$ cat config.mk
export PLATFORM = sky130hd
export DESIGN_NAME = afe_regs
export DESIGN_NICKNAME = d
export VERILOG_FILES = /design/src/afe_pkg.sv /design/src/afe_cfg_if.sv /design/src/afe_out_path.sv /design/src/afe_regs.sv
export VERILOG_INCLUDE_DIRS = /design/src /design/src/src
export SDC_FILE = /design/constraint.sdc
export NUM_CORES = 1
export LEC_CHECK = 0
export BUFFER_PORTS_ARGS = -buffer_cell sky130_fd_sc_hd__buf_4
export CAP_MARGIN = 20
export CORE_AREA = 2 2 122 124
export CTS_BUF_LIST = sky130_fd_sc_hd__clkbuf_2
export DETAILED_ROUTE_END_ITERATION = 10
export DIE_AREA = 0 0 124 126
export PLACE_DENSITY = 0.75
export SLEW_MARGIN = 20
export SYNTH_ARGS = -nofsm -noshare
export SYNTH_HDL_FRONTEND = slang
export SYNTH_SLANG_ARGS = --single-unit
$ cat constraint.sdc
create_clock -name core_clk -period 2.2 [get_ports core_clk]
set_clock_uncertainty 0.05 [all_clocks]
set_input_delay 0.22 -clock core_clk [delete_from_list [all_inputs] [get_ports core_clk]]
set_output_delay 0.22 -clock core_clk [all_outputs]
set_load 0.05 [all_outputs]
$ cat src/afe_map.svh
`ifndef AFE_MAP_SVH
`define AFE_MAP_SVH

// ****************************************
// Register addresses
// ****************************************
`define AFE_ADDR_SETUP1   6'h01
`define AFE_ADDR_SETUP2   6'h02
`define AFE_ADDR_SETUP3   6'h03
`define AFE_ADDR_SOFTRST  6'h04
`define AFE_ADDR_CYCRST   6'h05

// ****************************************
// Reset values and writable masks
// ****************************************
`define AFE_RST_SETUP1    8'h03
`define AFE_RST_SETUP2    8'h20
`define AFE_RST_SETUP3    8'h1F
`define AFE_MASK_SETUP1   8'h7F
`define AFE_MASK_SETUP2   8'hEF
`define AFE_MASK_SETUP3   8'hFF

// ****************************************
// Field positions
// ****************************************
`define AFE_S1_EN         0
`define AFE_S1_CDS        1
`define AFE_S1_MONO       2
`define AFE_S1_SELECTIVE_POWERDOWN_ENABLE      3
`define AFE_S1_OFS_LO     4
`define AFE_S1_MAXSPD     6
`define AFE_S2_FMT_LO     0
`define AFE_S2_INV        2
`define AFE_S2_DACEXT     3
`define AFE_S2_SPAN       5
`define AFE_S2_DEL_LO     6
`define AFE_S3_CLAMP_LO   0
`define AFE_S3_SHIFT_LO   4
`define AFE_S3_CHAN_LO    6

// ****************************************
// Timing counts in master clocks
// ****************************************
`define AFE_ADC_MCLK_NORM 4'h2
`define AFE_ADC_MCLK_FAST 4'h3
`define AFE_MAX_LAT_MCLK  9
`endif

$ cat src/afe_pkg.sv
// ****************************************
// Shared types of the setup register bank
// ****************************************
package afe_pkg;
    // One register byte
    typedef logic [7:0] afe_byte_t;

    // Whole state of the register bank
    typedef struct packed {
        afe_byte_t   setup1;
        afe_byte_t   setup2;
        afe_byte_t   setup3;
        afe_byte_t   rdata;
        logic        chip_active;
        logic [3:0]  block_en;
        logic        cds;
        logic        mono;
        logic [1:0]  chan;
        logic [1:0]  ofs;
        logic        max_speed;
        logic [1:0]  bus_fmt;
        logic        invert;
        logic        dac_oe;
        logic        dac_span;
        logic [1:0]  lat_sel;
        logic [3:0]  lat_mclk;
        logic [3:0]  clamp_code;
        logic [1:0]  sample_shift;
        logic        soft_rst;
        logic        cyc_rst;
    } afe_regs_s;
endpackage

$ cat src/afe_cfg_if.sv
// ****************************************
// Settings passed to the output data path
// ****************************************
interface afe_cfg_if;
    logic       invert;     // Invert every output word
    logic [3:0] lat_mclk;   // Extra delay in master clocks
    logic       flush;      // Soft reset of the path
    modport cfg (output invert, output lat_mclk, output flush);
    modport dp  (input invert, input lat_mclk, input flush);
endinterface

$ cat src/afe_out_path.sv
// ****************************************
// Output data path: latency and inversion
// ****************************************
module afe_out_path #(
    parameter int W     = 14,
    parameter int DEPTH = 9
) (
    input  wire logic          core_clk,
    input  wire logic          rst_n,
    afe_cfg_if.dp              cfg,
    input  wire logic [W-1:0]  data_in,
    output logic [W-1:0]       data_out
);
    // All state of the path
    typedef struct packed {
        logic [DEPTH-1:0][W-1:0] pipe;
        logic [W-1:0]            out;
    } afe_path_s;

    afe_path_s s_q;
    afe_path_s s_d;
    logic [W-1:0] pick;   // Word chosen by the latency setting

    // ****************************************
    // Next state
    // ****************************************
    always_comb
    begin
        s_d = s_q;
        s_d.pipe[0] = data_in;
        for (int k = 1; k < DEPTH; k++)
        begin
            s_d.pipe[k] = s_q.pipe[k-1];
        end
        if (cfg.lat_mclk == 4'h0)
        begin
            pick = data_in;
        end
        else
        begin
            pick = s_q.pipe[cfg.lat_mclk - 4'h1];
        end
        s_d.out = cfg.invert ? ~pick : pick;
        // A soft reset clears every stage too
        if (cfg.flush)
        begin
            s_d = '0;
        end
    end

    // State register
    always_ff @(posedge core_clk)
    begin
        if (!rst_n)
        begin
            s_q <= '0;
        end
        else
        begin
            s_q <= s_d;
        end
    end

    assign data_out = s_q.out;
endmodule

$ cat src/afe_regs.sv
`include "afe_map.svh"

// ****************************************
// Setup register bank of the front end
// ****************************************
module afe_regs #(
    parameter int DATA_W = 14
) (
    input  wire logic              core_clk,
    input  wire logic              rst_n,
    input  wire logic              host_wr_en,
    input  wire logic              host_rd_en,
    input  wire logic [5:0]        host_addr,
    input  wire logic [7:0]        host_wdata,
    input  wire logic              line_sequential_enable,
    input  wire logic              fast_line_mode,
    input  wire logic [3:0]        block_disable_field,
    input  wire logic [DATA_W-1:0] adc_word,
    output logic [7:0]             host_rdata,
    output logic                   chip_active,
    output logic [3:0]             block_enable,
    output logic                   cds_enable,
    output logic                   mono_active,
    output logic [1:0]             mono_channel,
    output logic [1:0]             gain_stage_offset_polarity,
    output logic                   max_speed_mode_flag,
    output logic [1:0]             output_bus_format,
    output logic                   output_invert,
    output logic                   clamp_reference_dac_oe,
    output logic                   clamp_dac_span,
    output logic [1:0]             output_latency_select,
    output logic [3:0]             latency_mclk,
    output logic [3:0]             clamp_level_code,
    output logic [1:0]             reset_sample_shift,
    output logic                   soft_reset_pulse,
    output logic                   colour_cycle_reset,
    output logic [DATA_W-1:0]      data_out
);

    // ****************************************
    // Helpers
    // ****************************************

    // True for a write at one address
    function automatic logic wr_at(input logic en, input logic [5:0] a,
                                   input logic [5:0] target);
        return en && (a == target);
    endfunction

    // Master clocks for a count of converter periods
    function automatic logic [3:0] to_mclk(input logic [1:0] del,
                                          input logic fast);
        logic [3:0] per;
        per = fast ? `AFE_ADC_MCLK_FAST : `AFE_ADC_MCLK_NORM;
        return 4'(per * {2'b00, del});
    endfunction

    // Default state after any reset
    localparam afe_pkg::afe_regs_s RST_STATE = '{
        setup1:       `AFE_RST_SETUP1,
        setup2:       `AFE_RST_SETUP2,
        setup3:       `AFE_RST_SETUP3,
        rdata:        8'h00,
        chip_active:  1'b1,
        block_en:     4'hF,
        cds:          1'b1,
        mono:         1'b0,
        chan:         2'b00,
        ofs:          2'b00,
        max_speed:    1'b0,
        bus_fmt:      2'b00,
        invert:       1'b0,
        dac_oe:       1'b1,
        dac_span:     1'b1,
        lat_sel:      2'b00,
        lat_mclk:     4'h0,
        clamp_code:   4'hF,
        sample_shift: 2'b01,
        soft_rst:     1'b0,
        cyc_rst:      1'b0
    };

    // ****************************************
    // State
    // ****************************************
    afe_pkg::afe_regs_s s_q;   // Registered state
    afe_pkg::afe_regs_s s_d;   // Next state
    afe_cfg_if          cfg_bus ();

    // ****************************************
    // Next state
    // ****************************************
    always_comb
    begin
        s_d = s_q;
        s_d.soft_rst = 1'b0;
        s_d.cyc_rst  = 1'b0;

        if (wr_at(host_wr_en, host_addr, `AFE_ADDR_SETUP1))
        begin
            // Unused top bit is kept at zero
            s_d.setup1 = host_wdata & `AFE_MASK_SETUP1;
        end
        if (wr_at(host_wr_en, host_addr, `AFE_ADDR_SETUP2))
        begin
            s_d.setup2 = host_wdata & `AFE_MASK_SETUP2;
        end
        if (wr_at(host_wr_en, host_addr, `AFE_ADDR_SETUP3))
        begin
            s_d.setup3 = host_wdata & `AFE_MASK_SETUP3;
        end
        if (wr_at(host_wr_en, host_addr, `AFE_ADDR_CYCRST))
        begin
            s_d.cyc_rst = 1'b1;
        end

        // Read data; strobes and gaps read zero
        if (host_rd_en)
        begin
            case (host_addr)
                `AFE_ADDR_SETUP1: s_d.rdata = s_q.setup1;
                `AFE_ADDR_SETUP2: s_d.rdata = s_q.setup2;
                `AFE_ADDR_SETUP3: s_d.rdata = s_q.setup3;
                default:          s_d.rdata = 8'h00;
            endcase
        end

        if (!s_q.setup1[`AFE_S1_SELECTIVE_POWERDOWN_ENABLE])
        begin
            s_d.chip_active = s_q.setup1[`AFE_S1_EN];
            s_d.block_en    = s_q.setup1[`AFE_S1_EN] ? 4'hF : 4'h0;
        end
        else
        begin
            s_d.chip_active = 1'b1;
            s_d.block_en    = ~block_disable_field;
        end

        s_d.cds = s_q.setup1[`AFE_S1_CDS];
        s_d.mono = s_q.setup1[`AFE_S1_MONO];
        s_d.chan = s_q.setup3[`AFE_S3_CHAN_LO +: 2];
        if (line_sequential_enable)
        begin
            s_d.mono = 1'b1;
            s_d.chan = 2'b00;
        end

        s_d.ofs       = s_q.setup1[`AFE_S1_OFS_LO +: 2];
        s_d.max_speed = s_q.setup1[`AFE_S1_MAXSPD];
        s_d.bus_fmt   = s_q.setup2[`AFE_S2_FMT_LO +: 2];
        s_d.invert    = s_q.setup2[`AFE_S2_INV];
        s_d.dac_oe    = !s_q.setup2[`AFE_S2_DACEXT];
        s_d.dac_span  = s_q.setup2[`AFE_S2_SPAN];
        s_d.lat_sel   = s_q.setup2[`AFE_S2_DEL_LO +: 2];
        s_d.lat_mclk  = to_mclk(s_q.setup2[`AFE_S2_DEL_LO +: 2], fast_line_mode);
        s_d.clamp_code   = s_q.setup3[`AFE_S3_CLAMP_LO +: 4];
        s_d.sample_shift = s_q.setup3[`AFE_S3_SHIFT_LO +: 2];

        if (wr_at(host_wr_en, host_addr, `AFE_ADDR_SOFTRST))
        begin
            // Every cell but soft_rst returns to default; soft_rst pulses to flush the data path
            s_d = RST_STATE;
            s_d.soft_rst = 1'b1;
        end
    end

    // ****************************************
    // State register
    // ****************************************
    always_ff @(posedge core_clk)
    begin
        if (!rst_n)
        begin
            s_q <= RST_STATE;
        end
        else
        begin
            s_q <= s_d;
        end
    end

    // ****************************************
    // Outputs, all straight from flops
    // ****************************************
    assign host_rdata                 = s_q.rdata;
    assign chip_active                = s_q.chip_active;
    assign block_enable               = s_q.block_en;
    assign cds_enable                 = s_q.cds;
    assign mono_active                = s_q.mono;
    assign mono_channel               = s_q.chan;
    assign gain_stage_offset_polarity = s_q.ofs;
    assign max_speed_mode_flag        = s_q.max_speed;
    assign output_bus_format          = s_q.bus_fmt;
    assign output_invert              = s_q.invert;
    assign clamp_reference_dac_oe     = s_q.dac_oe;
    assign clamp_dac_span             = s_q.dac_span;
    assign output_latency_select      = s_q.lat_sel;
    assign latency_mclk               = s_q.lat_mclk;
    assign clamp_level_code           = s_q.clamp_code;
    assign reset_sample_shift         = s_q.sample_shift;
    assign soft_reset_pulse           = s_q.soft_rst;
    assign colour_cycle_reset         = s_q.cyc_rst;

    // Settings to the data path come from flops as well
    assign cfg_bus.invert   = s_q.invert;
    assign cfg_bus.lat_mclk = s_q.lat_mclk;
    assign cfg_bus.flush    = s_q.soft_rst;

    // ****************************************
    // Output data path
    // ****************************************
    afe_out_path #(
        .W     (DATA_W),
        .DEPTH (`AFE_MAX_LAT_MCLK)
    ) u_path (
        .core_clk (core_clk),
        .rst_n    (rst_n),
        .cfg      (cfg_bus.dp),
        .data_in  (adc_word),
        .data_out (data_out)
    );
endmodule

# ---- Word-level counts from Yosys, hierarchy flattened
# Cells that the tools add are included.
dict set report classes {
  add_sub_neg 1
  order_cmp 1
  n_mux 11
  eq_ne 5
  n_bitwise 3
  n_reduce_logical 11
  multipliers 1
}
# cell count
set ops {}
lappend ops {{binary-select mux 14 bit (select 4 bit)} 1}
lappend ops {{2-to-1 mux 14 bit} 3}
lappend ops {{case mux 8 bit (3 select lines)} 1}
lappend ops {{inverter 14 bit} 1}
lappend ops {{== test 6 x 2 -> 1 bit (second input constant)} 2}
lappend ops {{== test 6 x 3 -> 1 bit (second input constant)} 2}
lappend ops {{2-to-1 mux 4 bit} 2}
lappend ops {{== test 6 x 1 -> 1 bit (second input constant)} 1}
lappend ops {{OR reduction 3 bit} 2}
lappend ops {{logical AND 1 bit} 5}
lappend ops {{less-than comparator 4 x 5 -> 1 bit (second input constant)} 1}
lappend ops {{logical NOT 4 bit} 1}
lappend ops {{multiplier 2 x 2 -> 4 bit} 1}
lappend ops {{inverter 4 bit} 1}
lappend ops {{OR reduction 2 bit} 2}
lappend ops {{subtractor 4 x 1 -> 4 bit (second input constant)} 1}
lappend ops {{2-to-1 mux 3 bit} 1}
lappend ops {{2-to-1 mux 1 bit} 2}
lappend ops {{2-to-1 mux 2 bit} 1}
lappend ops {{logical NOT 1 bit} 1}
lappend ops {{inverter 1 bit} 1}
dict set report totals {
  in_bits 38
  output_inout_bits 53
  reg_bits 201
}

# ---- Depth between registers and ports, before layout
dict set report logic_depth {
  ltp_word 6
  mapped_depth 10
  ltp_nobuf 7
}

# ---- Modules after synthesis
# Synthesis repeated with hierarchy kept, for this count alone.
dict set report hier_totals {
  cells_unflattened 702
  area_unflattened_um2 7738.7
}
# mod cells_each area_per_inst_um2 n_inst seq_area_each_um2
set modules_own_cells {}
lappend modules_own_cells {afe_out_path 442 5192.5 1 2802.7}
lappend modules_own_cells {afe_regs 260 2546.2 1 1221.2}

# ---- Worst setup path after synthesis
# Ideal clock, no wire load.
dict set report synth_timing {
  kind {reg2reg}
  startpoint {register s_q, in the netlist latency_mclk[0]}
  endpoint {register u_path.s_q, in the netlist u_path.data_out[0]}
  arrival_ps 2272
  stages_incl_launch_ff 11
  t_required_ps 2016
  path_buffers 4
  period_less_slack_ps 2456
  slack_ps -256
  cell_sequence {dfxtp_1 > buf_2 > buf_2 > inv_1 > ha_1 > buf_2 > clkbuf_1 > mux4_2 > o22ai_1 > a21oi_1 > mux2i_1}
}
dict set report synth_between {
  elab_chain_len 6
}
# item line_no
set synth_rtl {}
lappend synth_rtl {{from (decl)} afe_regs.sv:86} ;# afe_pkg::afe_regs_s s_q;
lappend synth_rtl {{from (signal assigned)} afe_regs.sv:174} ;# s_q <= RST_STATE;
lappend synth_rtl {{from (signal assigned)} afe_regs.sv:178} ;# s_q <= s_d;
lappend synth_rtl {{subtractor 4 x 1 -> 4 bit} afe_out_path.sv:41} ;# pick = s_q.pipe[cfg.lat_mclk - 4'h1];
lappend synth_rtl {{binary-select mux 14 bit (select 4 bit)} afe_out_path.sv:41}
lappend synth_rtl {{2-to-1 mux 14 bit (not written as such)} afe_out_path.sv:41}
lappend synth_rtl {{2-to-1 mux 14 bit (*)} afe_out_path.sv:35} ;# if (cfg.lat_mclk == 4'h0)
lappend synth_rtl {{inverter 14 bit} afe_out_path.sv:43} ;# s_d.out = cfg.invert ? ~pick : pick;
lappend synth_rtl {{2-to-1 mux 14 bit (*)} afe_out_path.sv:43}
lappend synth_rtl {{to (signal assigned)} afe_out_path.sv:56} ;# s_q <= '0;
lappend synth_rtl {{to (signal assigned)} afe_out_path.sv:60} ;# s_q <= s_d;
lappend synth_rtl {{to (decl)} afe_out_path.sv:20} ;# afe_path_s s_q;
# Mark *: on every way between the ends. The rest lies on a longest branch, timed or not. The select of a mux whose other input is x is not followed.
# A chain may end at the register's enable or synchronous reset.

# ---- Worst setup path in the final report
dict set report layout_timing {
  startpoint {input port host_addr[3]}
  endpoint {register s_q, in the netlist mono_channel[0]}
}
dict set report layout_between {
  elab_chain_len 3
}
# item line_no
set layout_rtl {}
lappend layout_rtl {{from (decl)} afe_regs.sv:13} ;# input wire logic [5:0] host_addr,
lappend layout_rtl {{== test 6 x 3 -> 1 bit} afe_regs.sv:47} ;# return en && (a == target);
lappend layout_rtl {{logical AND 1 bit} afe_regs.sv:47}
lappend layout_rtl {{OR reduction 3 bit (no source line)} n/a}
# No other way between the ends.

==> impl_metrics.yaml <==
yosys:
  synth_area_leaders: "dfxtp_1 53%, and2_1 11%, mux4_2 8.4%, mux2i_1 5.0%, buf_4 4.8%"
  synth.largest_area_cell: "dfxtp_1"
  netlist_instances: 679
  synth-edff-count: 0
  ys_types: 40
  async_flop_share: 0
  yosys_warnings: 0
  ys_ff_latch: 201
  ys_seq_area_frac: 0.5335
  syn_nets: 720
  avgSynthCellArea_um2: 11.11
  ys.flop_type: "dfxtp_1"
  syn_area_um2: 7542
  synth_common_cells: "201 x dfxtp_1, 138 x and2_1, 48 x buf_4, 48 x nor2_1, 38 x mux2i_1"
  post-synth-top-count-cell: "dfxtp_1"
  yosysTopAreaCellShare: 0.5335
final_layout:
  design_area_um2: 9166
  finalNonFillerCells: 1027
  post-route-util: 0.6404
  antenna_cells: 0
  drive_gt1_frac: 0.2800
  seqCellArea_um2: 4029
  fill_cells: 1102
  multi_input_area_um2: 3002
  fin_nets: 860
  synthToLayoutAreaGrowth_pct: 21.53
floorplanning:
  die_w_um: 124
  io_pins: 91
  dieArea_um2: 15620
  start_util: 0.5269
  rows: 44
  core_area_um2: 14310
  die_y_um: 126
cts:
  h-tree-depth: 2
  clockBufferDepth: 3
  root_buffer: "clkbuf_2"
  cts.sinks: 201
  cts_tree: "built"
  clkSlewWorstSetupHoldPaths_ns: 0.11
  cts-buffers-inserted: 48
  clk_latency_ns: 0.78
worst_setup_path:
  crit_arrival_ns: 2.83
  max_stage_delay_ns: 0.63
  cpMaxStageDelayCell: "dlygate4sd3_1"
  crit_path_end_kind: "flip-flop"
  startpoint_type: "input pin"
  rr_worst_depth: 7
  path_delay_family: "buffers and inverters"
  cpMostUsedCell: "dlygate4sd3_1"
  critPathKind: "in -> reg"
  cp_max_fo: 7
  worst-path-stages: 8
  worstPathCellList: "buf_4 -> or4b_4 -> or3b_4 -> o21ai_2 -> dlygate4sd3_1 -> buf_6 -> nor3b_1 -> dlygate4sd3_1"
  required_ns: 2.82
  cp_num_buf_inv: 4
sta:
  fin_ws_ns: -0.01033
  finalSetupViolCount: 2
  relSlewSlack: 0.5134
  slew_violations: 0
  hold_viol_final: 0
  fin_crit_ns: 2.210
  rsz0062_at_grt: "no"
  tightestPinTransition_ns: 0.7299
  clock.fmax_mhz: 452.4
  min_period_over_period: 1.005
  hold_slack_ns: 0.02255
drt:
  drcViolationCount: 0
  drt_iter0_drc: 345
  firstDrtPassIters: 4
  avgRoutedWirePerCell_um: 16.28
  routed_via_density: 5.084
  route.vias.total: 5221
  ant_nets: 0
  routed_wl_um: 16720
power:
  pwr_density_cell_nw_per_um2: 696.8
  vdd_ir_drop_max_mv: 0.3719
  p_leak_nw: 3.957
hold_path:
  hold_depth: 6
  worstHoldPathType: "in -> reg"
place:
  dp.cells: 891
  port_buffers: 90
  gp_congestion: 0.7649
  dp_hpwl_um: 10060
  place_area_um2: 8163
global_route:
  grt_pass1_vias: 5607
  grt_start_max_net_pins: 92
  antenna_found_initial: 0
  grtUsageTotal: 0.2233
  grt_pass1_wl_um: 27430
  overflow: 0
run:
  drv_cap: 0
outcome:
  status: "finished with violations"
  failed_checks: "setup timing"
==> stage by stage <==
stage               worst slack, ns  power, mW  TNS (ns)
floorplan                   0.01708      4.026         0
global placement             0.1904      4.124         0
detailed placement           0.1419      4.135         0
CTS                         0.03610      6.435         0
global route               0.002478      6.699         0
finish                     -0.01033      6.387  -0.01207
==> layer usage <==
layer  part of all wire  up-vias  routed length [um]  global-route usage
met2               0.49      149                8264              0.3717
met4              0.027        0                 457             0.08460
met1               0.43     2499                7122              0.2781
met3              0.052       47                 872             0.05661
met5                  0        -                   0                   0
li1                   -     2526                   -                   -
==> sequential cells by signal (all words and copies together) (netlist names), 2 cells and up <==
register                    flops
s_q                            22
clamp_level_code                4
mono_channel                    2
host_rdata                      8
gain_stage_offset_polarity      2
output_bus_format               2
latency_mclk                    4
block_enable                    4
reset_sample_shift              2
u_path.data_out                14
u_path.s_q                    126
output_latency_select           2
==> worst register-to-register path: stages, from the launching register on <==
cell	delay, ns
dfxtp_4	0.40
inv_1	0.05
ha_1	0.37
buf_12	0.18
mux4_2	0.31
o22ai_1	0.24
a21oi_1	0.13
mux2i_1	0.13
==> report_power, final <==
| group | switching [mW] | internal, mW | total [mW] |
|---|---|---|---|
| Sequential | 0.0270 | 3.69 | 3.72 |
| Clock | 1.37 | 0.896 | 2.26 |
| Combinational | 0.211 | 0.192 | 0.402 |
| Total | 1.60 | 4.78 | 6.39 |
==> placed cells by master, fill, tap and decap left out, drive strengths merged, types with 2 or more instances in the layout <==
| cell type | n |
|---|---|
| dfxtp | 201 |
| and2 | 140 |
| buf | 120 |
| clkbuf | 65 |
| dlygate4sd3 | 53 |
| nor2 | 48 |
| mux2i | 38 |
| nand2 | 31 |
| mux4 | 28 |
| a21oi | 22 |
| nor3b | 20 |
| o22ai | 14 |
| or2b | 7 |
| clkinv | 7 |
| mux2 | 6 |
| a22oi | 6 |
| inv | 5 |
| a21o | 4 |
| ha | 3 |
| nand2b | 2 |
| a41oi | 2 |
| and3 | 2 |
| nor2b | 2 |
| nor3 | 2 |
| or4b | 2 |
| o21ai | 2 |
==> kinds of logic (layout without fill, tap and decap cells) <==
kind of cell,count (synthesis),after routing,synth area share
xor gates and xnor gates,1,1,0.001161
DFF,201,201,0.5335
adders and majority gates,3,3,0.004977
muxes,72,72,0.1430
buffers and inverters,88,252,0.07216
AOI/OAI and AO/OA,52,52,0.04645
and+or+nand+nor,262,262,0.1987
==> timing repair <==
| item | CTS | global route |
|---|---|---|
| gates resized for setup | 0 | 4 |
| hold buffers | 54 | 0 |
| buffers inserted | 0 | 9 |
| endpoints found under the setup margin | 0 | 6 |
| endpoints found under the hold margin | 88 | 0 |
==> final timing paths <==
path                   start                   to  slack [ns]
max             host_addr[3]      mono_channel[0]       -0.01
min             host_addr[1]        host_rdata[2]        0.02
max reg2reg  latency_mclk[0]  u_path.data_out[13]        0.20
min reg2reg   u_path.s_q[17]       u_path.s_q[31]        0.36
==> area by class of cell <==
cell class	count	area share
Timing Repair Buffer	173	0.1634
Clock buffer	65	0.03549
Multi-Input combinational cell	390	0.3275
Sequential cell	201	0.4395
Inverter	5	0.002048
Tap cell	184	0.02512
Clock inverter	9	0.006962
Power figures use the tool's default switching activity.
